$ cat src/dbm_pkg.sv
package dbm_pkg;
  // register offsets on the plain port
  localparam logic [7:0] DBM_OFF_CTRL2   = 8'h00;
  localparam logic [7:0] DBM_OFF_EJECT   = 8'h04;
  localparam logic [7:0] DBM_OFF_SELECT  = 8'h08;
  localparam logic [7:0] DBM_OFF_FORMAT  = 8'h0c;
  localparam logic [7:0] DBM_OFF_STATUS  = 8'h10;
  localparam logic [7:0] DBM_OFF_GEOM    = 8'h14;
  // control register 2 fields
  localparam int         DBM_CTRL2_FAST_BIT  = 4;
  localparam logic [7:0] DBM_CTRL2_RESET     = 8'h10;
  // select register fields
  localparam int         DBM_SEL_SIDE_BIT    = 4;
  localparam int         DBM_SEL_TRACK_BEYOND_FORTYTHREE_BIT    = 5;
  localparam int         DBM_SEL_HEAD_BIT    = 6;
  localparam logic [7:0] DBM_SEL_RESET       = 8'h00;
  // format register: [1:0] size code, [2] double density, [3] 8-inch
  localparam logic [7:0] DBM_FMT_RESET       = 8'h00;
  localparam int         DBM_NUM_DRIVES      = 4;
  // eject pulse length
  localparam int         DBM_EJECT_NS        = 1000;
  localparam int         DBM_CLK_NS          = 4;
  localparam int         DBM_EJECT_CYC       = (DBM_EJECT_NS + DBM_CLK_NS - 1) / DBM_CLK_NS;
  // boot entry choices
  typedef enum logic [1:0] {DBM_BOOT_IDLE, DBM_BOOT_LOADER, DBM_BOOT_MONITOR} dbm_boot_e;
  // strap bundle
  typedef struct packed {
    logic voice_coil;  // remap cable lines
    logic ds4_reloc;   // fourth select on relocated line
    logic fast_perm;   // fast seek forced on
    logic eject_en;    // eject option strapped in
    logic seek_stat;   // status input means seek done
    logic auto_boot;   // boot system directly
  } dbm_strap_s;
  // cable outputs
  typedef struct packed {
    logic [3:0] sel_line;     // four select lines, default positions
    logic       head_line;    // head-engage line
    logic       ds4_alt_line; // relocated fourth select line
    logic       track_beyond_fortythree_line;    // track-beyond-43 line
    logic       side_line;    // side select line
    logic       fast_seek;    // fast positioning
  } dbm_cable_s;
endpackage : dbm_pkg

$ cat src/dbm_geom.sv
`timescale 1ns/1ps
`default_nettype none
// sectors per track for a format code, registered
module dbm_geom
  import dbm_pkg::*;
(
  // clock and reset
  input  wire logic       mclk_i,
  input  wire logic       rst_n_i,
  // format code
  input  wire logic [3:0] fmt_i,
  output logic      [7:0] spt_o,
  output logic            legal_o
);
  logic [7:0] spt_reg;
  logic [7:0] spt_next;
  logic       legal_reg;
  logic       legal_next;
  logic [1:0] step;  // size code minus density offset
  // table lookup; double density shifts the size code down one
  always_comb begin
    step       = fmt_i[1:0] - {1'b0, fmt_i[2]};
    legal_next = !(fmt_i[2] && fmt_i[1:0] == 2'h0);  // dd has no 128-byte sectors
    spt_next   = 8'h00;
    if (legal_next) begin
      if (fmt_i[3]) begin
        case (step)
          2'h0:    spt_next = 8'h1a;
          2'h1:    spt_next = 8'h0f;
          2'h2:    spt_next = 8'h08;
          default: spt_next = 8'h04;
        endcase
      end else begin
        case (step)
          2'h0:    spt_next = 8'h12;
          2'h1:    spt_next = 8'h0a;
          2'h2:    spt_next = 8'h05;
          default: spt_next = 8'h02;
        endcase
      end
    end
  end
  // registers
  always_ff @(posedge mclk_i or negedge rst_n_i) begin
    if (!rst_n_i) begin
      spt_reg   <= 8'h00;
      legal_reg <= 1'b0;
    end else begin
      spt_reg   <= spt_next;
      legal_reg <= legal_next;
    end
  end
  assign spt_o   = spt_reg;
  assign legal_o = legal_reg;
endmodule : dbm_geom
`default_nettype wire

$ cat src/dbm_sync.sv
`timescale 1ns/1ps
`default_nettype none
// two-flop synchroniser for a bundle of pin levels
module dbm_sync
  import dbm_pkg::*;
#(
  parameter int W = 1
) (
  // clock and reset
  input  wire logic         mclk_i,
  input  wire logic         rst_n_i,
  // levels
  input  wire logic [W-1:0] d_i,
  output logic      [W-1:0] q_o
);
  logic [W-1:0] meta_reg;  // first stage, read only by second
  logic [W-1:0] meta_next;
  logic [W-1:0] q_reg;
  logic [W-1:0] q_next;
  // next values
  always_comb begin
    meta_next = d_i;
    q_next    = meta_reg;
  end
  // registers
  always_ff @(posedge mclk_i or negedge rst_n_i) begin
    if (!rst_n_i) begin
      meta_reg <= '0;
      q_reg    <= '0;
    end else begin
      meta_reg <= meta_next;
      q_reg    <= q_next;
    end
  end
  assign q_o = q_reg;
endmodule : dbm_sync
`default_nettype wire

$ cat src/dbm_top.sv
`timescale 1ns/1ps
`default_nettype none
// drive cable option mapping with strap sampling and boot choice
module dbm_top
  import dbm_pkg::*;
(
  // clock and reset
  input  wire logic       mclk_i,
  input  wire logic       rst_n_i,
  // register port
  input  wire logic [7:0] addr_i,
  input  wire logic [7:0] wdata_i,
  input  wire logic       wr_i,
  input  wire logic       rd_i,
  output logic      [7:0] rdata_o,
  // straps, static pins
  input  wire logic [5:0] strap_i,
  // drive status pins
  input  wire logic       stat_pin_i,
  input  wire logic       track0_i,
  // drive cable
  output logic      [3:0] sel_line_o,
  output logic            head_line_o,
  output logic            ds4_alt_line_o,
  output logic            track_beyond_fortythree_line_o,
  output logic            side_line_o,
  output logic            fast_seek_o,
  // boot entry
  output logic            boot_loader_o,
  output logic            boot_monitor_o
);
  // synchronised pins
  // straps and drive status come from outside the clock domain,
  // so both pass two flops before any logic reads them
  logic [5:0] strap_sync;
  logic [1:0] stat_sync;
  dbm_sync #(.W(6)) u_strap_sync (
    .mclk_i  (mclk_i),
    .rst_n_i (rst_n_i),
    .d_i     (strap_i),
    .q_o     (strap_sync)
  );
  dbm_sync #(.W(2)) u_stat_sync (
    .mclk_i  (mclk_i),
    .rst_n_i (rst_n_i),
    .d_i     ({track0_i, stat_pin_i}),
    .q_o     (stat_sync)
  );

  // straps latched once after reset
  // the straps are solder links, so one clean sample is enough;
  // freezing it keeps a loose link from remapping the cable
  // in the middle of a transfer
  // a strap change therefore needs a reset to take effect
  dbm_strap_s strap_reg;
  dbm_strap_s strap_next;
  logic [1:0] lat_cnt_reg;   // waits for synchroniser to fill
  logic [1:0] lat_cnt_next;
  logic       lat_done;
  assign lat_done = (lat_cnt_reg == 2'h3);
  // sample on third edge after release, then freeze
  // two edges fill the synchroniser, the third takes the level
  // the counter stops at three and holds until the next reset
  always_comb begin
    strap_next   = strap_reg;
    lat_cnt_next = lat_cnt_reg;
    if (!lat_done) begin
      lat_cnt_next = lat_cnt_reg + 2'h1;
      if (lat_cnt_reg == 2'h2) begin
        strap_next = dbm_strap_s'(strap_sync);
      end
    end
  end
  always_ff @(posedge mclk_i or negedge rst_n_i) begin
    if (!rst_n_i) begin
      strap_reg   <= '0;
      lat_cnt_reg <= 2'h0;
    end else begin
      strap_reg   <= strap_next;
      lat_cnt_reg <= lat_cnt_next;
    end
  end

  // software registers
  // control two is a plain 8-bit word, drive select is 8 bits with a one-hot [3:0], format is 4 bits,
  // written in one cycle; none of them has side effects
  logic [7:0] ctrl2_reg;
  logic [7:0] ctrl2_next;
  logic [7:0] sel_reg;    // [3:0] drive select, [4] side, [5] track_beyond_fortythree, [6] head
  logic [7:0] sel_next;
  logic [3:0] fmt_reg;
  logic [3:0] fmt_next;
  logic       eject_req;
  // one-hot select; more than one bit keeps only the lowest
  // two drives on one cable must never be selected together,
  // so a careless write still leaves a single select line
  function automatic logic [3:0] one_hot(input logic [3:0] v);
    logic [3:0] r;
    r = 4'h0;
    if (v[0])      r = 4'h1;
    else if (v[1]) r = 4'h2;
    else if (v[2]) r = 4'h4;
    else if (v[3]) r = 4'h8;
    return r;
  endfunction
  // register writes decoded by address
  // the eject offset has no storage: a write only fires the pulse
  // unmapped offsets are ignored rather than aliased
  always_comb begin
    ctrl2_next = ctrl2_reg;
    sel_next   = sel_reg;
    fmt_next   = fmt_reg;
    eject_req  = 1'b0;
    if (wr_i) begin
      if (addr_i == DBM_OFF_CTRL2) begin
        ctrl2_next = wdata_i;
      end else if (addr_i == DBM_OFF_SELECT) begin
        sel_next = {wdata_i[7:4], one_hot(wdata_i[3:0])};
      end else if (addr_i == DBM_OFF_FORMAT) begin
        fmt_next = wdata_i[3:0];
      end else if (addr_i == DBM_OFF_EJECT) begin
        eject_req = wdata_i[0] && strap_reg.eject_en;
      end
    end
  end
  always_ff @(posedge mclk_i or negedge rst_n_i) begin
    if (!rst_n_i) begin
      ctrl2_reg <= DBM_CTRL2_RESET;
      sel_reg   <= DBM_SEL_RESET;
      fmt_reg   <= DBM_FMT_RESET[3:0];
    end else begin
      ctrl2_reg <= ctrl2_next;
      sel_reg   <= sel_next;
      fmt_reg   <= fmt_next;
    end
  end

  // eject pulse, long enough for the drive to see
  // the drive needs a level it can sample on its own clock,
  // so the one-cycle strobe is stretched to a fixed length
  // a second write before the end restarts the count
  localparam logic [9:0] EJ_LEN = 10'(DBM_EJECT_CYC);
  logic [9:0] ej_cnt_reg;
  logic [9:0] ej_cnt_next;
  logic       ej_on;
  assign ej_on = (ej_cnt_reg != 10'h000);
  // restart on each eject write
  always_comb begin
    ej_cnt_next = ej_cnt_reg;
    if (eject_req) begin
      ej_cnt_next = EJ_LEN;
    end else if (ej_on) begin
      ej_cnt_next = ej_cnt_reg - 10'h001;
    end
  end
  always_ff @(posedge mclk_i or negedge rst_n_i) begin
    if (!rst_n_i) begin
      ej_cnt_reg <= 10'h000;
    end else begin
      ej_cnt_reg <= ej_cnt_next;
    end
  end

  // cable line mapping
  // each convention moves a few signals to other cable pins;
  // the mapping is a pure function of the frozen straps,
  // the software registers and the eject count, registered once so that the pins
  // never glitch while the select register is rewritten
  // costs one cycle of latency after each write
  dbm_cable_s cable_reg;
  dbm_cable_s cable_next;
  // all mapping from frozen straps only
  always_comb begin
    cable_next              = '0;
    cable_next.sel_line     = sel_reg[3:0];
    cable_next.fast_seek    = strap_reg.fast_perm
                              || !ctrl2_reg[DBM_CTRL2_FAST_BIT];
    if (strap_reg.voice_coil) begin
      cable_next.head_line = sel_reg[2];
      cable_next.track_beyond_fortythree_line = sel_reg[DBM_SEL_SIDE_BIT];
    end else begin
      cable_next.head_line = sel_reg[DBM_SEL_HEAD_BIT];
      cable_next.track_beyond_fortythree_line = sel_reg[DBM_SEL_TRACK_BEYOND_FORTYTHREE_BIT];
    end
    if (strap_reg.ds4_reloc) begin
      cable_next.sel_line[3]  = 1'b0;
      cable_next.ds4_alt_line = sel_reg[3];
    end
    // eject reuses the side line toward the selected drive
    // the plain side bit then has no pin of its own
    if (strap_reg.eject_en) begin
      cable_next.side_line = ej_on && (sel_reg[3:0] != 4'h0);
    end else begin
      cable_next.side_line = sel_reg[DBM_SEL_SIDE_BIT];
    end
    if (!lat_done) begin
      cable_next = '0;  // nothing driven until straps are known
    end
  end
  always_ff @(posedge mclk_i or negedge rst_n_i) begin
    if (!rst_n_i) begin
      cable_reg <= '0;
    end else begin
      cable_reg <= cable_next;
    end
  end
  assign sel_line_o     = cable_reg.sel_line;
  assign head_line_o    = cable_reg.head_line;
  assign ds4_alt_line_o = cable_reg.ds4_alt_line;
  assign track_beyond_fortythree_line_o    = cable_reg.track_beyond_fortythree_line;
  assign side_line_o    = cable_reg.side_line;
  assign fast_seek_o    = cable_reg.fast_seek;

  // boot choice, made once after straps settle
  // exactly one of the two outputs is high once the straps
  // are known; both stay low while the choice is pending, so
  // the processor side can wait for either level
  dbm_boot_e boot_reg;
  dbm_boot_e boot_next;
  always_comb begin
    boot_next = boot_reg;
    case (boot_reg)
      DBM_BOOT_IDLE: begin
        if (lat_done) begin
          if (strap_reg.auto_boot) begin
            boot_next = DBM_BOOT_LOADER;
          end else begin
            boot_next = DBM_BOOT_MONITOR;
          end
        end
      end
      default: boot_next = boot_reg;  // held until next reset
    endcase
  end
  always_ff @(posedge mclk_i or negedge rst_n_i) begin
    if (!rst_n_i) begin
      boot_reg <= DBM_BOOT_IDLE;
    end else begin
      boot_reg <= boot_next;
    end
  end
  assign boot_loader_o  = (boot_reg == DBM_BOOT_LOADER);
  assign boot_monitor_o = (boot_reg == DBM_BOOT_MONITOR);

  // geometry of the programmed format
  // sectors per track are looked up from the format code;
  // the table sits in its own module to keep this one readable
  logic [7:0] spt;
  logic       fmt_legal;
  dbm_geom u_geom (
    .mclk_i  (mclk_i),
    .rst_n_i (rst_n_i),
    .fmt_i   (fmt_reg),
    .spt_o   (spt),
    .legal_o (fmt_legal)
  );
  // status input meaning chosen by strap
  // one pin serves two meanings; the unused meaning reads
  // as its harmless level: not two-sided, or seek already done,
  // so software written for either convention keeps working
  logic two_sided;
  logic seek_done;
  assign two_sided = strap_reg.seek_stat ? 1'b0 : stat_sync[0];
  assign seek_done = strap_reg.seek_stat ? stat_sync[0] : 1'b1;

  // read data, valid the cycle after the strobe
  // reads have no side effects, so a repeated read is safe
  // the port shows zero between reads, which keeps a shared
  // read path quiet
  // status is sampled at the strobe, not held from earlier
  logic [7:0] rdata_reg;
  logic [7:0] rdata_next;
  always_comb begin
    rdata_next = 8'h00;
    if (rd_i) begin
      if (addr_i == DBM_OFF_CTRL2) begin
        rdata_next = ctrl2_reg;
      end else if (addr_i == DBM_OFF_SELECT) begin
        rdata_next = sel_reg;
      end else if (addr_i == DBM_OFF_FORMAT) begin
        rdata_next = {4'h0, fmt_reg};
      end else if (addr_i == DBM_OFF_STATUS) begin
        rdata_next = {boot_reg == DBM_BOOT_MONITOR, boot_reg == DBM_BOOT_LOADER,
                      ej_on, fmt_legal, stat_sync[1], seek_done, two_sided,
                      cable_reg.fast_seek};
      end else if (addr_i == DBM_OFF_GEOM) begin
        rdata_next = spt;
      end else begin
        rdata_next = 8'h00;  // unmapped reads zero
      end
    end
  end
  always_ff @(posedge mclk_i or negedge rst_n_i) begin
    if (!rst_n_i) begin
      rdata_reg <= 8'h00;
    end else begin
      rdata_reg <= rdata_next;
    end
  end
  assign rdata_o = rdata_reg;
endmodule : dbm_top
`default_nettype wire

$ cat config.mk
export PLATFORM = sky130hd
export DESIGN_NAME = dbm_top
export DESIGN_NICKNAME = d
export VERILOG_FILES = /design/src/dbm_pkg.sv /design/src/dbm_geom.sv /design/src/dbm_sync.sv /design/src/dbm_top.sv
export SDC_FILE = /design/constraint.sdc
export NUM_CORES = 1
export LEC_CHECK = 0
export ABC_AREA = 1
export BUFFER_PORTS_ARGS = -buffer_cell sky130_fd_sc_hd__buf_2
export CORE_UTILIZATION = 30
export CTS_CLUSTER_SIZE = 8
export DETAILED_ROUTE_END_ITERATION = 8
export HOLD_SLACK_MARGIN = 0.06
export SLEW_MARGIN = 40
export SYNTH_ARGS = -nofsm -noshare
export SYNTH_HDL_FRONTEND = slang
export SYNTH_SLANG_ARGS = --single-unit
$ cat constraint.sdc
create_clock -name mclk_i -period 1.5 [get_ports mclk_i]
set_input_delay 0.15 -clock mclk_i [delete_from_list [all_inputs] [get_ports mclk_i]]
set_output_delay 0.15 -clock mclk_i [all_outputs]
set_load 0.03 [all_outputs]
==> out/metrics.yaml <==
outcome:
  outcome: "finished, final reports clean"
synth:
  yosysTopAreaCell: "dfrtp_1"
  async_reset_ff_frac: 1.000
  synth_cell_types: 32
  yosys_most_used_dff: "dfrtp_1"
  synthCells: 378
  syn_avg_cell_area_sq_um: 9.218
  ys_seq_area_frac: 0.5677
  synth.top_cells.by_count: "dfrtp_1, nand2_1, inv_1"
  synthTopCellsByArea: "dfrtp_1, nand2_1, inv_1"
  syn_area_sq_um: 3485
  synth_fp_nets: 411
  netlist.area_leader.share: 0.5601
  yosysMostFrequentCell: "dfrtp_1"
  synth-edff-count: 0
  ys_warn_count: 0
  ys_ff_latch: 79
finish:
  drive_gt1_frac: 0.2517
  instances_no_fill: 589
  area_delta_synth_final_pct: 23.88
  diodes: 0
  largest_reg_flops: 10
  fin_nets: 477
clocking:
  cts.clk_slew.worst_paths_ns: 0.06
  ctsLongestPathBuffers: 2
  numClockSinks: 79
  htreeDepth: 3
  clock_latency_ns: 0.34
  cts_tree: "yes"
  cts_inserted_buffers: 9
  root_buffer: "clkbuf_16"
global_routing:
  grt_max_degree: 38
  grt_pass1_vias: 2616
  grt_first_pass_wirelength_um: 12400
  antenna_found_initial: 0
  grt_usage: 0.1399
  grt_overflow_total: 0
route:
  drc_errors: 0
  met3WireLength_um: 330
  drt_iter0_drc: 132
  top_layer: "met4"
  routedWlPerCell_um: 13.01
  routed_wl_um: 7664
  wl_met1_um: 3344
  wl_met2_um: 3837
  drt-vias-per-instance: 4.497
  vias: 2649
  antenna_left: 0
  firstDrtPassIters: 4
worst_setup_path:
  cp_data_required_time_ns: 1.71
  crit_arrival_ns: 1.59
  crit_fanout: 7
  slowest_stage: "dfrtp_1"
  cpLargestDelayFamily: "simple AND/OR/NAND/NOR gates"
  crit_type: "flip-flop to flip-flop"
  path_cells: "inv_2 > ha_2 > nand3_1 > nor2_2 > nand2_4 > inv_2 > nor2_1 > nand2_1 > nand3_1"
  start_kind: "flip-flop"
  path_buf_inv: 2
  slowest_delay_ns: 0.40
  reg2reg_setup_slack_ns: 0.12
  crit_path_end_kind: "flip-flop"
sta:
  max_freq_mhz: 724.4
  min_period_ns: 1.380
  worst_pin_slew_ns: 0.3720
  maxSlewViolCount: 0
  setup_slack_ns: 0.1196
  hold_viol: 0
  period_share: 0.9202
  skew_ns: 0.003864
  fin_setup_tns_ns: 0
  rsz0062_at_grt: "no"
  max_slew_margin: 0.7512
  setup_viol: 0
  holdWs_ns: 0.1012
placement:
  numPortBuffers: 46
  hpwl_um: 5799
  gp_congestion: 0.7937
  dp.cells: 564
  preCtsSetupSlack_ns: 0.02175
power:
  p_per_area_nw_per_um2: 1247
  vdd_drop_max_mv: 0.4521
  leakagePower_nw: 2.175
min_path:
  hold_path_class: "input port to flip-flop"
floorplanning:
  io_pins: 47
  fp.dieH_um: 109.8
  initial_core_util: 0.3145
  rows: 38
  die_w_um: 109.8
  die_area_sq_um: 12050
  core_area_sq_um: 11080
flow_run:
  cap_violations: 0
==> worst paths after layout <==
kind / endpoint / cells after the start / startpoint
hold reg to reg: u_stat_sync.q_o[0] / 0 / u_stat_sync.meta_reg[0]
max in group asynchronous: ctrl2_reg[4] / 3 / rst_n_i
hold / removal: ctrl2_reg[2] / 3 / wdata_i[2]
setup reg to reg: ej_cnt_reg[3] / 9 / ej_cnt_reg[0]
setup / recovery: ej_cnt_reg[3] / 9 / ej_cnt_reg[0]
min in group asynchronous: u_strap_sync.meta_reg[5] / 2 / rst_n_i
==> placed cells by master (no fill, tap or decap), drive strengths merged <==
master       Yosys  final
a21bo            1      1
a21oi           14     14
buf              4     52
bufinv           0      1
clkbuf           2      9
clkinv           0      1
clkinvlp         0      1
dfrtp           78     78
dfstp            1      1
dlygate4sd3      0      9
ha               5      5
inv             65     69
mux2             2      2
nand2           79     79
nand3           35     35
nand4            3      3
nor2            32     32
nor3             8      8
nor3b            1      1
nor4             1      1
o211ai           2      2
o21a             1      1
o21ai           34     34
o31ai            3      3
or2              2      2
xnor2            1      1
xor2             4      4
==> cell type report <==
cell class | instances | area [sq um]
clock inverters | 7 | 77.57
repair buffers | 61 | 380.4
inverters | 65 | 244.0
multi-input cells | 228 | 1236
fillers | 1108 | 6761
well taps | 140 | 175.2
clock buffers | 9 | 225.2
flip-flops and latches | 79 | 1978
==> worst min-delay path, delay by kind of cell <==
kind	cells	cell delay, ns
buffers and inverters	2	0.20
AOI/OAI and AO/OA	1	0.06
==> stage by stage <==
step / power, mW / instance area, sq um / util
final: 5.384 / 4317 / 0.3897
after global routing: 5.658 / 4317 / 0.3897
after CTS: 5.429 / 4297 / 0.3878
after detailed placement: 3.173 / 3904 / 0.3524
after floorplan: 2.925 / 3485 / -
after global placement: 3.141 / 3904 / 0.3524
==> layer usage <==
metal	global-route usage	vias up
met4	0.05524	0
met3	0.04327	11
met5	0	-
met2	0.2457	58
li1	-	1335
met1	0.1576	1245
==> report_power, final <==
part,total (mW),switching [mW],internal (mW),leakage [nW]
Sequential,2.48,0.139,2.34,0.954
Combinational,0.684,0.415,0.269,1.07
Clock,2.22,0.911,1.31,0.147
==> logic make-up (layout without fill, tap and decap cells) <==
group           Yosys count  in the layout  synth area share
simple gates            161            161            0.2122
flops                    79             79            0.5677
buf+inv                  71            142           0.08330
compound gates           55             55           0.09982
fa+ha+maj                 5              5           0.01795
xor+xnor                  5              5           0.01257
mux                       2              2          0.006463
==> repair_timing <==
| item | CTS | global route |
|---|---|---|
| hold buffers | 9 | 0 |
| setup buffers | 0 | 0 |
| setup endpoints to repair | 0 | 6 |
| gates resized for setup | 0 | 8 |
| endpoints found under the hold margin | 32 | 0 |
Note: power is estimated with default switching activity, not from simulation.
